<file path="config.mk">
export PLATFORM = sky130hd
export DESIGN_NAME = anc_cfg_bank
export DESIGN_NICKNAME = d
export VERILOG_FILES = /design/src/verilog/anc_pkg.sv /design/src/verilog/anc_cfg_bank.sv /design/src/verilog/anc_tag_gen.sv
export VERILOG_INCLUDE_DIRS = /design/src /design/src/verilog
export SDC_FILE = /design/constraint.sdc
export NUM_CORES = 1
export LEC_CHECK = 0
export ABC_AREA = 1
export BUFFER_PORTS_ARGS = -buffer_cell sky130_fd_sc_hd__buf_2
export CAP_MARGIN = 20
export CORE_ASPECT_RATIO = 1.1
export CORE_MARGIN = 5
export CORE_UTILIZATION = 35
export CTS_CLUSTER_DIAMETER = 120
export DETAILED_ROUTE_END_ITERATION = 10
export SLEW_MARGIN = 25
export SYNTH_ARGS = -nofsm -noshare
export SYNTH_HDL_FRONTEND = slang
export SYNTH_SLANG_ARGS = --single-unit
export TNS_END_PERCENT = 20
</file>
<file path="constraint.sdc">
create_clock -name clk_sys_i -period 6.35 [get_ports clk_sys_i]
set_input_delay 1.27 -clock clk_sys_i [delete_from_list [all_inputs] [get_ports clk_sys_i]]
set_output_delay 1.27 -clock clk_sys_i [all_outputs]
set_load 0.02 [all_outputs]
</file>
<file path="src/verilog/anc_map.svh">
// Register offsets, field positions and reset values of the auxiliary NCO configuration bank.
`ifndef ANC_MAP_SVH
`define ANC_MAP_SVH

// ----------------------------------------------------------------------------
// Register word addresses, one byte register per word
// ----------------------------------------------------------------------------
`define ANC_IDX_OFFSET_FREQ_B3  16'h280a
`define ANC_IDX_TAG_SPACING_LO  16'h280b
`define ANC_IDX_TAG_SPACING_HI  16'h280c
`define ANC_IDX_TAG_SHIFT_LO    16'h280d
`define ANC_IDX_TAG_SHIFT_HI    16'h280e
`define ANC_IDX_ADJUST_MODE     16'h280f
`define ANC_IDX_SLEW_LIMIT_B0   16'h2810
`define ANC_IDX_SLEW_LIMIT_B1   16'h2811

// ----------------------------------------------------------------------------
// Fields and reset values
// ----------------------------------------------------------------------------
`define ANC_BIT_DELTA_TYPE      0
`define ANC_BIT_CYCLE_TYPE      1
`define ANC_RST_BYTE            8'h00
`define ANC_READ_UNMAPPED       32'h0000_0000
`define ANC_OFFS_INT_BITS       8
`define ANC_OFFS_FRAC_BITS      24
`define ANC_SLEW_FRAC_BITS      36

`endif

</file>
<file path="src/verilog/anc_pkg.sv">
// Types shared by the auxiliary NCO configuration bank.
`default_nettype none
package anc_pkg;
  typedef enum logic [2:0] {
    ANC_IDLE  = 3'b001,
    ANC_COUNT = 3'b010,
    ANC_TAG   = 3'b100
  } anc_tag_state_t;
  typedef logic [15:0] anc_ratio_t;
endpackage
`default_nettype wire

</file>
<file path="src/verilog/anc_cfg_bank.sv">
// Configuration register bank of the auxiliary time-stamp NCO over Avalon-MM.
//
// The Avalon-MM interface to the registers was chosen for this implementation.
`timescale 1ns/1ns
`default_nettype none
`include "anc_map.svh"
module anc_cfg_bank #(
  parameter int CYC_W = 40
) (
  input  wire logic                clk_sys_i,
  input  wire logic                rst_i,
  // Avalon-MM slave, one word per register, byte data in bits 7:0.
  input  wire logic [15:0]         avs_address,
  input  wire logic                avs_read,
  input  wire logic                avs_write,
  input  wire logic [31:0]         avs_writedata,
  input  wire logic [3:0]          avs_byteenable,
  output logic [31:0]              avs_readdata,
  output logic                     avs_waitrequest,
  // Neighbouring bytes owned elsewhere in the NCO, then cycle, phase and stamp inputs.
  input  wire logic [23:0]         offset_freq_low_i,
  input  wire logic [15:0]         slew_limit_high_i,
  input  wire logic [CYC_W-1:0]    cycle_value_i,
  input  wire logic                cycle_apply_i,
  input  wire logic [CYC_W-1:0]    phase_delta_i,
  input  wire logic                phase_apply_i,
  input  wire logic                stamp_i,
  // Decoded controls toward the NCO core.
  output logic [31:0]              offset_freq_o,
  output logic [CYC_W-1:0]         time_int_o,
  output logic                     period_fraction_offset_mode_o,
  output logic signed [CYC_W:0]    phase_target_ps_o,
  output logic signed [CYC_W:0]    phase_target_ui_o,
  output logic                     slew_enable_o,
  output logic [31:0]              slew_limit_o,
  output logic                     tag_o,
  output logic signed [15:0]       tag_shift_o,
  output logic                     tag_shift_valid_o
);
  import anc_pkg::*;

  // --------------------------------------------------------------------------
  // Register storage
  // --------------------------------------------------------------------------
  logic [7:0]         offs_b3;
  logic [7:0]         spacing_lo;
  logic [7:0]         spacing_hi;
  logic [7:0]         shift_lo;
  logic [7:0]         shift_hi;
  logic [1:0]         adj_mode;
  logic [7:0]         slew_b0;
  logic [7:0]         slew_b1;
  logic               wait_q;
  logic [31:0]        rdata;
  logic [CYC_W-1:0]   time_int;
  logic signed [CYC_W:0] phase_ps;
  logic signed [CYC_W:0] phase_ui;
  logic               shift_valid;

  logic [7:0]         next_offs_b3;
  logic [7:0]         next_spacing_lo;
  logic [7:0]         next_spacing_hi;
  logic [7:0]         next_shift_lo;
  logic [7:0]         next_shift_hi;
  logic [1:0]         next_adj_mode;
  logic [7:0]         next_slew_b0;
  logic [7:0]         next_slew_b1;
  logic               next_wait_q;
  logic [31:0]        next_rdata;
  logic [CYC_W-1:0]   next_time_int;
  logic signed [CYC_W:0] next_phase_ps;
  logic signed [CYC_W:0] next_phase_ui;
  logic               next_shift_valid;

  logic               wr_acc;
  logic               rd_acc;
  logic               tag_raw;
  logic [7:0]         wbyte;

  function automatic logic hit(input logic [15:0] a, input logic [15:0] idx);
    return a == idx;
  endfunction

  // --------------------------------------------------------------------------
  // Bus handshake
  // --------------------------------------------------------------------------
  // Each access waits exactly one cycle so read data comes from a flop.
  assign avs_waitrequest = (avs_read | avs_write) & ~wait_q;
  assign wr_acc          = avs_write & wait_q;
  assign rd_acc          = avs_read & ~wait_q;
  assign wbyte           = avs_byteenable[0] ? avs_writedata[7:0] : 8'h00;

  // --------------------------------------------------------------------------
  // Register update and NCO controls
  // --------------------------------------------------------------------------
  always_comb begin
    next_offs_b3     = offs_b3;
    next_spacing_lo  = spacing_lo;
    next_spacing_hi  = spacing_hi;
    next_shift_lo    = shift_lo;
    next_shift_hi    = shift_hi;
    next_adj_mode    = adj_mode;
    next_slew_b0     = slew_b0;
    next_slew_b1     = slew_b1;
    next_wait_q      = (avs_read | avs_write) & ~wait_q;
    next_rdata       = rdata;
    next_time_int    = time_int;
    next_phase_ps    = phase_ps;
    next_phase_ui    = phase_ui;
    next_shift_valid = 1'b0;
    // The tag delta clears once the next tagged stamp has taken it.
    if (tag_raw && {shift_hi, shift_lo} != 16'h0000) begin
      next_shift_valid = 1'b1;
      next_shift_lo    = 8'h00;
      next_shift_hi    = 8'h00;
    end
    // A write in the clearing cycle wins, so new software data is kept.
    if (wr_acc && avs_byteenable[0]) begin
      if (hit(avs_address, `ANC_IDX_OFFSET_FREQ_B3)) begin
        next_offs_b3 = wbyte;
      end else if (hit(avs_address, `ANC_IDX_TAG_SPACING_LO)) begin
        next_spacing_lo = wbyte;
      end else if (hit(avs_address, `ANC_IDX_TAG_SPACING_HI)) begin
        next_spacing_hi = wbyte;
      end else if (hit(avs_address, `ANC_IDX_TAG_SHIFT_LO)) begin
        next_shift_lo = wbyte;
      end else if (hit(avs_address, `ANC_IDX_TAG_SHIFT_HI)) begin
        next_shift_hi = wbyte;
      end else if (hit(avs_address, `ANC_IDX_ADJUST_MODE)) begin
        next_adj_mode = wbyte[1:0];
      end else if (hit(avs_address, `ANC_IDX_SLEW_LIMIT_B0)) begin
        next_slew_b0 = wbyte;
      end else if (hit(avs_address, `ANC_IDX_SLEW_LIMIT_B1)) begin
        next_slew_b1 = wbyte;
      end
    end
    if (rd_acc) begin
      if (hit(avs_address, `ANC_IDX_OFFSET_FREQ_B3)) begin
        next_rdata = {24'h000000, offs_b3};
      end else if (hit(avs_address, `ANC_IDX_TAG_SPACING_LO)) begin
        next_rdata = {24'h000000, spacing_lo};
      end else if (hit(avs_address, `ANC_IDX_TAG_SPACING_HI)) begin
        next_rdata = {24'h000000, spacing_hi};
      end else if (hit(avs_address, `ANC_IDX_TAG_SHIFT_LO)) begin
        next_rdata = {24'h000000, shift_lo};
      end else if (hit(avs_address, `ANC_IDX_TAG_SHIFT_HI)) begin
        next_rdata = {24'h000000, shift_hi};
      end else if (hit(avs_address, `ANC_IDX_ADJUST_MODE)) begin
        next_rdata = {30'h0, adj_mode};
      end else if (hit(avs_address, `ANC_IDX_SLEW_LIMIT_B0)) begin
        next_rdata = {24'h000000, slew_b0};
      end else if (hit(avs_address, `ANC_IDX_SLEW_LIMIT_B1)) begin
        next_rdata = {24'h000000, slew_b1};
      end else begin
        next_rdata = `ANC_READ_UNMAPPED;
      end
    end
    if (cycle_apply_i) begin
      if (adj_mode[`ANC_BIT_CYCLE_TYPE]) begin
        next_time_int = time_int + cycle_value_i;
      end else begin
        next_time_int = cycle_value_i;
      end
    end
    // Both unit views are kept signed with one guard bit against overflow.
    if (phase_apply_i) begin
      if (adj_mode[`ANC_BIT_DELTA_TYPE]) begin
        next_phase_ui = $signed({phase_delta_i[CYC_W-1], phase_delta_i});
      end else begin
        next_phase_ps = $signed({phase_delta_i[CYC_W-1], phase_delta_i});
      end
    end
  end

  always_ff @(posedge clk_sys_i or posedge rst_i) begin
    if (rst_i) begin
      offs_b3     <= `ANC_RST_BYTE;
      spacing_lo  <= `ANC_RST_BYTE;
      spacing_hi  <= `ANC_RST_BYTE;
      shift_lo    <= `ANC_RST_BYTE;
      shift_hi    <= `ANC_RST_BYTE;
      adj_mode    <= 2'h0;
      slew_b0     <= `ANC_RST_BYTE;
      slew_b1     <= `ANC_RST_BYTE;
      wait_q      <= 1'b0;
      rdata       <= 32'h0000_0000;
      time_int    <= '0;
      phase_ps    <= '0;
      phase_ui    <= '0;
      shift_valid <= 1'b0;
    end else begin
      offs_b3     <= next_offs_b3;
      spacing_lo  <= next_spacing_lo;
      spacing_hi  <= next_spacing_hi;
      shift_lo    <= next_shift_lo;
      shift_hi    <= next_shift_hi;
      adj_mode    <= next_adj_mode;
      slew_b0     <= next_slew_b0;
      slew_b1     <= next_slew_b1;
      wait_q      <= next_wait_q;
      rdata       <= next_rdata;
      time_int    <= next_time_int;
      phase_ps    <= next_phase_ps;
      phase_ui    <= next_phase_ui;
      shift_valid <= next_shift_valid;
    end
  end

  // --------------------------------------------------------------------------
  // Tag generator
  // --------------------------------------------------------------------------
  anc_tag_gen #(
    .RW(16)
  ) u_anc_tag_gen (
    .clk_sys_i (clk_sys_i),
    .rst_i     (rst_i),
    .ratio_i   ({spacing_hi, spacing_lo}),
    .stamp_i   (stamp_i),
    .tag_o     (tag_raw)
  );

  // --------------------------------------------------------------------------
  // Outputs
  // --------------------------------------------------------------------------
  // Integer byte on top, so one LSB weighs two to minus 24 Hz.
  assign offset_freq_o = {offs_b3, offset_freq_low_i};
  assign slew_limit_o  = {slew_limit_high_i, slew_b1, slew_b0};
  assign slew_enable_o = (slew_limit_o != 32'h0000_0000);
  assign period_fraction_offset_mode_o = adj_mode[`ANC_BIT_DELTA_TYPE];
  assign time_int_o        = time_int;
  assign phase_target_ps_o = phase_ps;
  assign phase_target_ui_o = phase_ui;
  assign avs_readdata      = rdata;
  assign tag_o             = tag_raw;
  assign tag_shift_o       = $signed({shift_hi, shift_lo});
  assign tag_shift_valid_o = shift_valid;

  // --------------------------------------------------------------------------
  // Checks
  // --------------------------------------------------------------------------
  tag_autoclear_a: assert property (@(posedge clk_sys_i) disable iff (rst_i)
    (tag_raw && {shift_hi, shift_lo} != 16'h0000 && !wr_acc)
      |=> (shift_valid && {shift_hi, shift_lo} == 16'h0000))
    else $error("Tag delta did not self-clear.");
  cycle_abs_a: assert property (@(posedge clk_sys_i) disable iff (rst_i)
    (cycle_apply_i && !adj_mode[`ANC_BIT_CYCLE_TYPE])
      |=> time_int == $past(cycle_value_i))
    else $error("Absolute cycle load wrong.");
  cycle_rel_a: assert property (@(posedge clk_sys_i) disable iff (rst_i)
    (cycle_apply_i && adj_mode[`ANC_BIT_CYCLE_TYPE])
      |=> time_int == CYC_W'($past(time_int) + $past(cycle_value_i)))
    else $error("Relative cycle add wrong.");
  delta_ps_a: assert property (@(posedge clk_sys_i) disable iff (rst_i)
    (phase_apply_i && !adj_mode[`ANC_BIT_DELTA_TYPE])
      |=> (phase_ps[CYC_W-1:0] == $past(phase_delta_i) && $stable(phase_ui)))
    else $error("Picosecond delta not taken.");
  period_fraction_offset_mode_a: assert property (@(posedge clk_sys_i) disable iff (rst_i)
    (phase_apply_i && adj_mode[`ANC_BIT_DELTA_TYPE])
      |=> (phase_ui[CYC_W-1:0] == $past(phase_delta_i) && $stable(phase_ps)))
    else $error("Unit interval delta not taken.");
  delta_sign_a: assert property (@(posedge clk_sys_i) disable iff (rst_i)
    phase_ui[CYC_W] == phase_ui[CYC_W-1] && phase_ps[CYC_W] == phase_ps[CYC_W-1])
    else $error("Phase delta sign not extended.");
  slew_off_a: assert property (@(posedge clk_sys_i) disable iff (rst_i)
    (slew_b0 == 8'h00 && slew_b1 == 8'h00 && slew_limit_high_i == 16'h0000)
      |-> !slew_enable_o)
    else $error("Slew limiting on with zero limit.");
  slew_write_a: assert property (@(posedge clk_sys_i) disable iff (rst_i)
    (wr_acc && avs_byteenable[0] && avs_address == `ANC_IDX_SLEW_LIMIT_B0)
      |=> slew_limit_o[7:0] == $past(avs_writedata[7:0]))
    else $error("Slew limit byte not stored.");
  offs_write_a: assert property (@(posedge clk_sys_i) disable iff (rst_i)
    (wr_acc && avs_byteenable[0] && avs_address == `ANC_IDX_OFFSET_FREQ_B3)
      |=> offset_freq_o[31:24] == $past(avs_writedata[7:0]))
    else $error("Offset integer byte not stored.");
  mode_read_a: assert property (@(posedge clk_sys_i) disable iff (rst_i)
    (rd_acc && avs_address == `ANC_IDX_ADJUST_MODE)
      |=> (!avs_waitrequest && avs_readdata[31:2] == 30'h0))
    else $error("Adjust register reserved bits not zero.");
  // A held request must see exactly one wait cycle, or a master could stall forever.
  wait_once_a: assert property (@(posedge clk_sys_i) disable iff (rst_i)
    avs_waitrequest |=> !avs_waitrequest)
    else $error("Bus request waited more than one cycle.");
  spacing_write_a: assert property (@(posedge clk_sys_i) disable iff (rst_i)
    (wr_acc && avs_byteenable[0] && avs_address == `ANC_IDX_TAG_SPACING_LO)
      |=> spacing_lo == $past(avs_writedata[7:0]))
    else $error("Tag spacing byte not stored.");
endmodule
`default_nettype wire

</file>
<file path="src/verilog/anc_tag_gen.sv">
// Tag marker for time stamps, driven by the tag spacing value.
`timescale 1ns/1ns
`default_nettype none
module anc_tag_gen #(
  parameter int RW = 16
) (
  input  wire logic              clk_sys_i,
  input  wire logic              rst_i,
  input  wire logic [RW-1:0]     ratio_i,
  input  wire logic              stamp_i,
  output logic                   tag_o
);
  import anc_pkg::*;

  anc_tag_state_t state;
  anc_tag_state_t next_state;
  logic [RW-1:0]  cnt;
  logic [RW-1:0]  next_cnt;

  // The count restarts after each tag, so every (N+1)th stamp is marked.
  always_comb begin
    next_state = state;
    next_cnt   = cnt;
    case (state)
      ANC_IDLE: begin
        next_cnt = '0;
        if (ratio_i != '0) begin
          next_state = ANC_COUNT;
        end
      end
      ANC_COUNT, ANC_TAG: begin
        next_state = ANC_COUNT;
        if (ratio_i == '0) begin
          next_state = ANC_IDLE;
          next_cnt   = '0;
        end else if (stamp_i) begin
          if (cnt >= ratio_i) begin
            next_cnt   = '0;
            next_state = ANC_TAG;
          end else begin
            next_cnt = cnt + 1'b1;
          end
        end
      end
      default: begin
        next_state = ANC_IDLE;
        next_cnt   = '0;
      end
    endcase
  end

  always_ff @(posedge clk_sys_i or posedge rst_i) begin
    if (rst_i) begin
      state <= ANC_IDLE;
      cnt   <= '0;
    end else begin
      state <= next_state;
      cnt   <= next_cnt;
    end
  end

  assign tag_o = (state == ANC_TAG);

  tag_every_n_a: assert property (@(posedge clk_sys_i) disable iff (rst_i)
    (state == ANC_COUNT && stamp_i && ratio_i != '0 && cnt >= ratio_i) |=> tag_o)
    else $error("Tag missed at ratio count.");
  tag_off_zero_a: assert property (@(posedge clk_sys_i) disable iff (rst_i)
    (ratio_i == '0) [*2] |-> !tag_o)
    else $error("Tag raised while ratio is zero.");
endmodule
`default_nettype wire
</file>
# Word level (Yosys, flattened, before mapping)
# Cells that the tools add are included.
# W data, S select, Z words.
dict set report classes {
  bitwise 13
  addsub 2
  n_reduce_logical 15
  n_eq_ne 13
  n_lt_le_gt_ge 1
  muxes 33
}
# cell n
set op_table {}
lappend op_table {{$mux W8} 22}
lappend op_table {{$eq A16 B14 Y1 const B} 8}
lappend op_table {{$mux W16} 4}
lappend op_table {{$add A40 B40 Y40} 1}
lappend op_table {{$mux W40} 1}
lappend op_table {{$reduce_bool A16 Y1} 2}
lappend op_table {{$reduce_bool A32 Y1} 1}
lappend op_table {{$add A16 B1 Y16 const B} 1}
lappend op_table {{$ge A16 B16 Y1} 1}
lappend op_table {{$logic_not A16 Y1} 1}
lappend op_table {{$mux W3} 4}
lappend op_table {{$not A1 Y1} 9}
lappend op_table {{$reduce_and A9 Y1} 1}
lappend op_table {{$reduce_and A8 Y1} 1}
lappend op_table {{$reduce_and A7 Y1} 1}
lappend op_table {{$pmux W3 S2} 1}
lappend op_table {{$reduce_and A2 Y1} 3}
lappend op_table {{$reduce_and A4 Y1} 1}
lappend op_table {{$and A1 B1 Y1} 3}
lappend op_table {{$eq A3 B1 Y1 const B} 1}
lappend op_table {{$eq A3 B2 Y1 const B} 1}
lappend op_table {{$eq A3 B3 Y1 const B} 1}
lappend op_table {{$ne A3 B2 Y1 const B} 1}
lappend op_table {{$reduce_and A3 Y1} 1}
lappend op_table {{other kinds (5)} 6}
dict set report word_totals {
  input_bits 179
  out_inout_bits 239
  register_bits 231
}

# Depth between registers and ports, before layout
# Gate-level depths: netlist of the first run.
dict set report depth {
  word_depth 9
  ltp_mapped 18
  depth_no_buf 18
}

# Hierarchy
# Synthesis of the first run repeated with hierarchy kept, for this count alone.
dict set report hier_totals {
  cells_unflattened 1858
  hier_area_um2 13269.0
}
# module n_inst seq_area_each_um2 cells_per_inst area_per_inst_um2
set modules_own_cells {}
lappend modules_own_cells {anc_cfg_bank 1 4704.5 1624 11646.2}
lappend modules_own_cells {anc_tag_gen 1 476.7 234 1622.8}

# Least setup slack after synthesis of the first run
# No wires, ideal clock.
dict set report synth_timing {
  path_type {input-to-output}
  from {input port slew_limit_high_i[1]}
  to {output port slew_enable_o}
  n_path_buf 0
  required_ps 5080
  cell_stages 4
  setup_slack_ps 3029
  t_arrival_ps 2051
  cell_sequence {nor4_1 nand2_1 nor4_1 nand4_1}
}
dict set report synth_via {
  elab_chain_len 1
}
# element line
set synth_lines {}
lappend synth_lines {{start, declared} anc_cfg_bank.sv:22} ;# input wire logic [15:0] slew_limit_high_i,
lappend synth_lines {{$reduce_bool A32 Y1} anc_cfg_bank.sv:228} ;# assign slew_enable_o = (slew_limit_o != 32'h0000_0000);
lappend synth_lines {{end, declared} anc_cfg_bank.sv:34} ;# output logic slew_enable_o,
# Every way passes these cells.

# Final worst setup path of the first run
dict set report layout_timing {
  from {input port slew_limit_high_i[5]}
  to {output port slew_enable_o}
}
# The elaborated chain is that of the path after synthesis.

==> results of run 1 <==
## state kept, by name (all words and copies together) (netlist names), 3 cells and up
register / flops
offs_b3: 8
phase_target_ps_o: 40
shift_hi: 8
slew_b0: 8
shift_lo: 8
u_anc_tag_gen.cnt: 16
avs_readdata: 8
time_int_o: 40
spacing_hi: 8
slew_b1: 8
u_anc_tag_gen.state: 3
spacing_lo: 8
phase_target_ui_o: 40
## path summary, 6_finish.rpt
kind	slack, ns	start	end	cells after the start
max in group asynchronous	4.33	rst_i	adj_mode[1]	3
worst min register to register	0.48	phase_target_ps_o[15]	phase_target_ps_o[15]	2
min in group asynchronous	0.88	rst_i	time_int_o[13]	2
worst min-delay path	0.48	phase_target_ps_o[15]	phase_target_ps_o[15]	2
worst max-delay path	2.76	slew_limit_high_i[5]	slew_enable_o	6
worst max register to register	3.59	time_int_o[0]	time_int_o[30]	17
## cell type report
type                       count  area, um^2  share of cell area [%]
inverter                     211         800                    5.20
sequential                   207        5180                    33.7
clock inverter                13         159                    1.03
clock buffer                  32         682                    4.43
multi-input combinational   1269        6300                    41.0
timing repair buffer         323        1650                    10.7
tap                          487         609                    3.96
## power by group through the flow
stage                     registers, mW  logic [mW]  clock network, mW
after detailed placement           1.44       0.696                  0
after floorplan                    1.50       0.431                  0
final                              1.42       0.698               1.47
after global routing               1.42       0.785               1.58
after CTS                          1.42       0.700               1.52
after global placement             1.44       0.694                  0
## metal layers
| metal | GRT usage [%] | vias to the layer above | wire, um |
|---|---|---|---|
| met5 | 0 | - | 11 |
| met4 | 6.08 | 2 | 1220 |
| met3 | 5.37 | 79 | 3410 |
| met2 | 33.4 | 415 | 19600 |
| met1 | 25.3 | 5771 | 17300 |
| li1 | - | 6205 | - |
## kinds of logic (layout without fill, tap and decap cells)
group	Yosys count	after routing
xor gates and xnor gates	24	24
DFF	207	207
buffers and inverters	323	579
AOI/OAI and AO/OA	335	335
and+or+nand+nor	829	829
adders and majority gates	57	57
other	1	24
## cells in the final DEF, fill, tap and decap left out, types with 3 or more instances in the layout
master      instances
o22ai_1            24
nor3_1             10
o21ai_1            71
clkinv_1            3
o21bai_1            9
a21oi_1            72
nand2_1           493
xor2_1             20
ha_1               56
clkinv_2            5
inv_1             197
nor4_1             16
clkbuf_8            3
o21a_1              3
nor2_2              7
o21ai_2             7
buf_2             318
a31oi_1             5
clkbuf_16          25
nand3_1            96
nand2_2             8
clkinvlp_4          4
nand4_1            26
bufinv_16           3
inv_2               8
clkbuf_1            4
conb_1             24
dfrtp_1           205
o21ai_0           132
buf_4               3
nor2_1            161
xnor2_1             4
o211ai_1            5
## critical path, cell delays in order
cell and delay (ns):
buf_2 0.10, nor4_1 0.29, nand2_1 0.13, nor4_1 0.25, nand4_1 0.11, buf_2 0.18
==> out/qor.csv, run 1 <==
metric,value,unit
cp.required,5.08,ns
gp_congestion,0.913,
setup_ws,2.76,ns
synth_edf_count,0,
finalWirelength,41.6,mm
pre_cts_slack,2.60,ns
postLayoutCellArea,0.0154,mm^2
finalNonFillerCells,2542,
wl_per_cell,16.4,um
numCtsBuffers,25,
status,"finished, final reports clean",
hold_viol,0,
cap_violations,0,
grt_start_max_net_pins,110,
power_frac_comb,19.5,%
rsz0062_at_grt,no,
ios,418,
finalSetupTns,0,ns
synthSimpleGateAreaFrac,26.9,%
crit_path_start_kind,primary input,
first_iter_violations,641,
hold_ws,0.481,ns
min_period,3.59,ns
fin_nets,2273,
yosysTopAreaCell,dfrtp_1,
internal_power,2.48,mW
path_class,in2out,
fmax,0.278,GHz
portBuffers,318,
synth_top_family_by_area,simple AND/OR/NAND/NOR gates,
cts_tree,done,
critPathArrivalTime,2.32,ns
hold_class,reg2reg,
cts_setup_buffers,0,
ys_seq_elements,207,
synth_top_flop_cell,dfrtp_1,
die_area,0.0407,mm^2
powerDensity,233,mW/mm^2
cts_root_buf,clkbuf_16,
utilization,42.4,%
netlist_instances,1776,
netSwitchingFraction,30.8,%
grt_pass1_wl,66.1,mm
power,3.58,mW
pwr-share-seq,39.5,%
grt-ovfl-total,0,
grt_pass1_vias,12400,
dp.cells,2497,
clock_latency,0.53,ns
ctsResizeCount,0,
synth_compound_area_share,14.0,%
peakVddDrop,162,uV
yosysWarnings,0,
finalSetupViolCount,0,
avgSynthCellArea,7.25,um^2
core-area,0.0363,mm^2
synth-xor-area-share,1.63,%
viasPerCell,4.91,
power_frac_clock,41.0,%
syn2layout_area_growth,19.4,%
final_antenna_net_count,0,
remaining_drc_errors,0,
rows,73,
vias,12500,
fp.dieW,193,um
antenna_found_initial,4,
post-route-period-util,56.6,%
drive_above_1_share,19.9,%
power_leakage,8.05,nW
dr.pass1.iters,5,
start_util,35.5,%
fillers,3857,
hpwlAfterDp,32.1,mm
synth_most_common_cell,nand2_1,
path_clk_slew,0.05,ns
yosysTopAreaCellShare,40.0,%
synth_area_leaders,"dfrtp_1, nand2_1, inv_1",
synth_cell_type_count,47,
muxShareOfSynthArea,0,%
skew,0.00962,ns
die_h,211,um
clock-sinks,207,
synth_fa_ha_area_share,5.60,%
hold_buffers,0,
slew_violations,0,
ctsHtreeMaxLevel,1,
syn_area,0.0129,mm^2
crit_fanout,2,
tightest_slew,0.815,ns
placed_cell_area,0.0145,mm^2
clockBufferDepth,3,
netSwitchingPower,1.10,mW
ys_top_cells_by_count,"nand2_1, dfrtp_1, inv_1, nor2_1, o21ai_0",
track_usage,20.0,%
end_kind,output port,
relSlewSlack,45.6,%
antenna_cells,0,
synth-async-reset-ratio,100,%
seq_area_frac_synth,40.2,%
Power figures use the tool's default switching activity.
==> inputs of run 2 (changes only) <==
Settings changed: ABC_AREA 1 to 0.
Clock period 6.35 ns to 2.9 ns, I/O delays scaled along.
==> out/qor.csv, run 2 <==
metric,value,unit
finalNonFillerCells,2006,
register_area,0.00518,mm^2
synth_top_flop_cell,dfrtp_1,
powerDensity,543,mW/mm^2
yosysTopAreaCellShare,43.0,%
wl_per_cell,18.1,um
ys_top_cells_by_count,"dfrtp_1, o21ai_0, a21oi_1, mux2_2, nand2_1",
fillers,3329,
drive_above_1_share,35.1,%
utilization,44.3,%
hold_class,in2reg,
dr.pass1.iters,5,
r2r_start,time_int_o[7],
yosysTopAreaCell,dfrtp_1,
die_h,204,um
peakVddDrop,490,uV
antenna_cells,0,
ys_seq_elements,207,
synth_edf_count,0,
post-route-period-util,94.6,%
fin_nets,1786,
vias,10200,
netlist_instances,1222,
rsz0062_at_grt,yes,
crit_path_start_kind,flip-flop,
synth_area_leaders,"dfrtp_1, mux2_2, ha_1",
grt_pass1_wl,56.6,mm
seq_area_frac_synth,43.2,%
synth-async-reset-ratio,100,%
ios,418,
antenna_found_initial,2,
remaining_drc_errors,0,
clock-sinks,207,
grt_start_max_net_pins,79,
grt_pass1_vias,10300,
mostFrequentLayoutCell,buf_2,
synth_most_common_cell,dfrtp_1,
track_usage,18.1,%
cts_root_buf,clkbuf_16,
crit_fanout,4,
yosysWarnings,0,
hold_viol,0,
skew,0.00792,ns
final_antenna_net_count,0,
viasPerCell,5.06,
fmax,0.364,GHz
cts_tree,done,
path_class,reg2reg,
dp.cells,1958,
avgSynthCellArea,9.82,um^2
tightest_slew,0.619,ns
mostFrequentLayoutCells,"buf_2, dfrtp_1, o21ai_0, a21oi_1, mux2_2",
power_leakage,7.53,nW
finalSetupViolCount,0,
finalWirelength,36.3,mm
hold_depth,2,
reg2regPathDepth,10,
hpwlAfterDp,28.1,mm
rows,71,
clockBufferDepth,3,
holdPathEnd,phase_target_ui_o[34],
cp.required,3.29,ns
syn2layout_area_growth,25.7,%
status,"finished, final reports clean",
start_util,35.3,%
path_clk_slew,0.06,ns
relSlewSlack,58.8,%
portBuffers,318,
rr_endpoint,time_int_o[26],
reg2reg_slack,0.16,ns
numCtsBuffers,25,
die_area,0.0381,mm^2
min_period,2.74,ns
critPathArrivalTime,3.14,ns
syn_area,0.0120,mm^2
clock_latency,0.54,ns
synth_cell_type_count,70,
fp.dieW,187,um
gp_congestion,0.893,
ctsHtreeMaxLevel,1,
slew_violations,0,
grt-ovfl-total,0,
min-delay-start,phase_delta_i[34],
first_iter_violations,506,
cap_violations,0,
multi_input_area,0.00605,mm^2
end_kind,flip-flop,
core-area,0.0340,mm^2
## run 2: cell types whose count changed after synthesis, moves of 40 or more
cell / change
mux2_2: +83
nor2_1: -93
nand2_1: -422
nand3_1: -40
inv_1: -148
o21ai_1: -69
mux2i_1: +51
## run 2: cells by family after synthesis
logic type	after synthesis	synth area share, %
AOI/OAI and AO/OA	300	15.0
adders and majority gates	57	6.01
and+or+nand+nor	310	12.9
other	1	0.0313
muxes	134	12.0
DFF	207	43.2
buffers and inverters	172	7.83
xor gates and xnor gates	41	2.99
## run 2: report_power, final
part,internal (mW),total [mW],switching [mW]
clock network,2.00,3.26,1.25
registers,3.04,3.16,0.119
logic,0.762,1.77,1.01
total,5.81,8.18,2.38
## run 2: how the worst max path moves through the flow
stage                          start              to
CTS                    time_int_o[0]  time_int_o[36]
global route           time_int_o[8]  time_int_o[29]
global placement    cycle_value_i[0]  time_int_o[36]
detailed placement  cycle_value_i[0]  time_int_o[38]
finish                 time_int_o[7]  time_int_o[26]
floorplan                      rst_i     adj_mode[0]
## run 2: stage by stage
| step | setup WS [ns] | power, mW | TNS (ns) | cell area [um^2] | hold WS (ns) |
|---|---|---|---|---|---|
| 2_1_floorplan | -0.365 | 4.37 | -75.28 | 12100 | 0.494 |
| 3_3_place_gp | -0.383 | 4.92 | -3.49 | 14100 | 0.459 |
| 3_5_place_dp | -0.363 | 4.95 | -3.82 | 14100 | 0.470 |
| 4_1_cts | 0.0145 | 8.27 | 0 | 15000 | 0.252 |
| 5_1_grt | -0.00196 | 8.60 | -0.00196 | 15100 | 0.261 |
| 6_report | 0.155 | 8.18 | 0 | 15100 | 0.284 |
## run 2: what timing repair did
item                                    4_1_cts  5_1_grt
pin swaps                                     1        7
hold buffers                                  1        0
buffers inserted                              0        2
endpoints found under the setup margin        3       13
gates resized for setup                       1       15
hold endpoints to repair                      1        0
## run 2: layer usage
metal | part of all wire [%] | global-route usage (%)
met5 | 0.055 | 0
met4 | 2.5 | 5.21
met3 | 7.3 | 4.95
met2 | 49 | 30.9
met1 | 41 | 22.6
## run 2: worst max-delay path, stage by stage (launching register included)
cell	delay, ns
dfrtp_1	0.38
ha_1	0.35
a21oi_2	0.17
o21ai_0	0.13
o21ba_2	0.25
o41ai_4	0.37
nor2_1	0.08
or3_4	0.36
o41ai_4	0.24
xor2_1	0.17
o221ai_1	0.11
## run 2: area by class of cell
type                            count  share of cell area (%)
Clock buffer                       36                    4.82
Clock inverter                      9                   0.863
Inverter                           50                    1.27
Multi-Input combinational cell    866                    40.1
Sequential cell                   207                    34.4
Tap cell                          438                    3.63
Timing Repair Buffer              400                    14.9
==> inputs of run 3 (changes only) <==
Settings changed: CORE_MARGIN 5 to 10, RECOVER_POWER from default to 25.
Clock period 2.9 ns to 2.8 ns, I/O delays scaled along.
==> out/qor.csv, run 3 (synthesis results as in run 2) <==
metric,value,unit
status,finished with violations,
violations,setup timing,
vias,10200,
clockBufferDepth,3,
min-delay-start,phase_delta_i[37],
cp_common_cell,o41ai_4,
wl_per_cell,18.6,um
pre_cts_slack,-0.412,ns
setup_ws,-0.0146,ns
slowest_stage,dfrtp_1,
fin_nets,1802,
ctsHtreeMaxLevel,1,
first_iter_violations,466,
ios,418,
path_clk_slew,0.06,ns
syn2layout_area_growth,27.3,%
end_kind,flip-flop,
relSlewSlack,3.04,%
grt_pass1_vias,10500,
clock-sinks,207,
netSwitchingFraction,29.4,%
slowest_delay,0.39,ns
fillers,3362,
placed_cell_area,0.0142,mm^2
fp.dieW,197,um
internal_power,6.07,mW
powerDensity,563,mW/mm^2
power_frac_comb,22.1,%
finalNonFillerCells,2023,
final_antenna_net_count,0,
portBuffers,318,
critPathArrivalTime,3.21,ns
slew_violations,0,
multi_input_area,0.00614,mm^2
hpwlAfterDp,29.3,mm
rows,71,
rsz0062_at_grt,yes,
utilization,44.9,%
start_util,35.3,%
grt_pass1_wl,59.0,mm
finalWirelength,37.6,mm
grt_start_max_net_pins,85,
mostFrequentLayoutCells,"buf_2, dfrtp_1, o21ai_0, buf_4",
min_period,2.81,ns
r2r_start,time_int_o[0],
die_area,0.0421,mm^2
path_buf_inv,1,
finalSetupViolCount,1,
critPathTopFamily,compound AO/OA/AOI/OAI gates,
remaining_drc_errors,0,
core-area,0.0340,mm^2
startpoint,time_int_o[0],
crit_chain,ha_2 -> inv_2 -> fa_2 -> nand2b_4 -> a211oi_2 -> o21ba_2 -> o41ai_4 -> nor2_1 -> or3_4 -> o41ai_4 -> xor2_1 -> o221ai_1,
track_usage,17.1,%
crit_fanout,3,
gp_congestion,0.911,
cap_violations,0,
hold_viol,0,
cp.required,3.19,ns
fmax,0.355,GHz
drive_above_1_share,36.2,%
tightest_slew,1.45,ns
cts_tree,done,
post-route-period-util,101,%
postLayoutCellArea,0.0153,mm^2
peakVddDrop,449,uV
antenna_found_initial,1,
mostFrequentLayoutCell,buf_2,
viasPerCell,5.02,
register_area,0.00518,mm^2
netSwitchingPower,2.53,mW
pwr-share-seq,38.0,%
power_leakage,7.59,nW
die_h,214,um
dr.pass1.iters,5,
hold_class,in2reg,
grt-ovfl-total,0,
numCtsBuffers,26,
path_class,reg2reg,
dp.cells,1965,
crit_path_start_kind,flip-flop,
clock_latency,0.54,ns
power_frac_clock,39.9,%
skew,0.0175,ns
cts_root_buf,clkbuf_16,
-- run 3: cell count changes in the layout (fill, tap and decap cells not counted), moves of 2 or more --
cell / change
buf_4: +13
clkbuf_1: +9
buf_2: -7
ha_1: -6
a21oi_1: -4
a21oi_2: +4
ha_4: +4
o21ai_0: -4
o21ai_2: +3
a21boi_1: +2
clkbuf_16: +2
ha_2: +2
-- run 3: power groups by stage --
stage	sequential (mW)	combinational (mW)	clock, mW
final	3.27	1.90	3.43
after global routing	3.29	2.10	3.64
after CTS	3.27	1.85	3.54
after detailed placement	3.32	1.83	0
after global placement	3.31	1.81	0
after floorplan	3.47	1.05	0
-- run 3: layout make-up --
class	instances	share of cell area [%]
multi-input combinational	866	40.2
antenna	1	0.0164
inverter	50	1.24
timing repair buffer	415	15.3
clock inverter	7	0.606
tap	438	3.59
clock buffer	39	5.11
sequential	207	33.9
-- run 3: timing repair --
action / in CTS / in global routing
gates resized for setup: 8 / 28
endpoints found under the hold margin: 7 / 0
pin swaps: 7 / 20
setup buffers: 1 / 9
setup endpoints to repair: 8 / 20
hold buffers: 1 / 0
-- run 3: worst paths after layout --
check,slack (ns),cells after the start,to
setup / recovery,-0.01,12,time_int_o[26]
hold / removal,0.27,2,phase_target_ui_o[37]
setup reg to reg,-0.01,12,time_int_o[26]
hold reg to reg,0.47,1,wait_q
max in group asynchronous,0.44,4,time_int_o[8]
min in group asynchronous,0.60,3,u_anc_tag_gen.cnt[12]
-- run 3: worst reg2reg max path: cells and delay by family (launching register included) --
family,cells,cell delay [ns]
XOR/XNOR,1,0.17
adder cells (fa/ha/maj),2,0.38
buffers and inverters,1,0.05
flip-flops,1,0.39
AND/OR/NAND/NOR,3,0.61
AO/OA/AOI/OAI,5,1.09
-- run 3: metrics by stage --
stage	TNS, ns	total power, mW	hold WS, ns
2_1_floorplan	-91.90	4.53	0.494
3_3_place_gp	-5.24	5.12	0.460
3_5_place_dp	-5.24	5.14	0.455
4_1_cts	-0.0614	8.66	0.236
5_1_grt	-0.601	9.02	0.245
6_report	-0.0146	8.60	0.270
-- run 3: layer usage --
| layer | vias to the layer above | share of wire, % | track usage (%) |
|---|---|---|---|
| li1 | 4969 | - | - |
| met1 | 4912 | 41 | 20.3 |
| met2 | 232 | 50 | 29.7 |
| met3 | 52 | 6.6 | 4.60 |
| met4 | 0 | 2.2 | 4.38 |
| met5 | - | 0 | 0 |
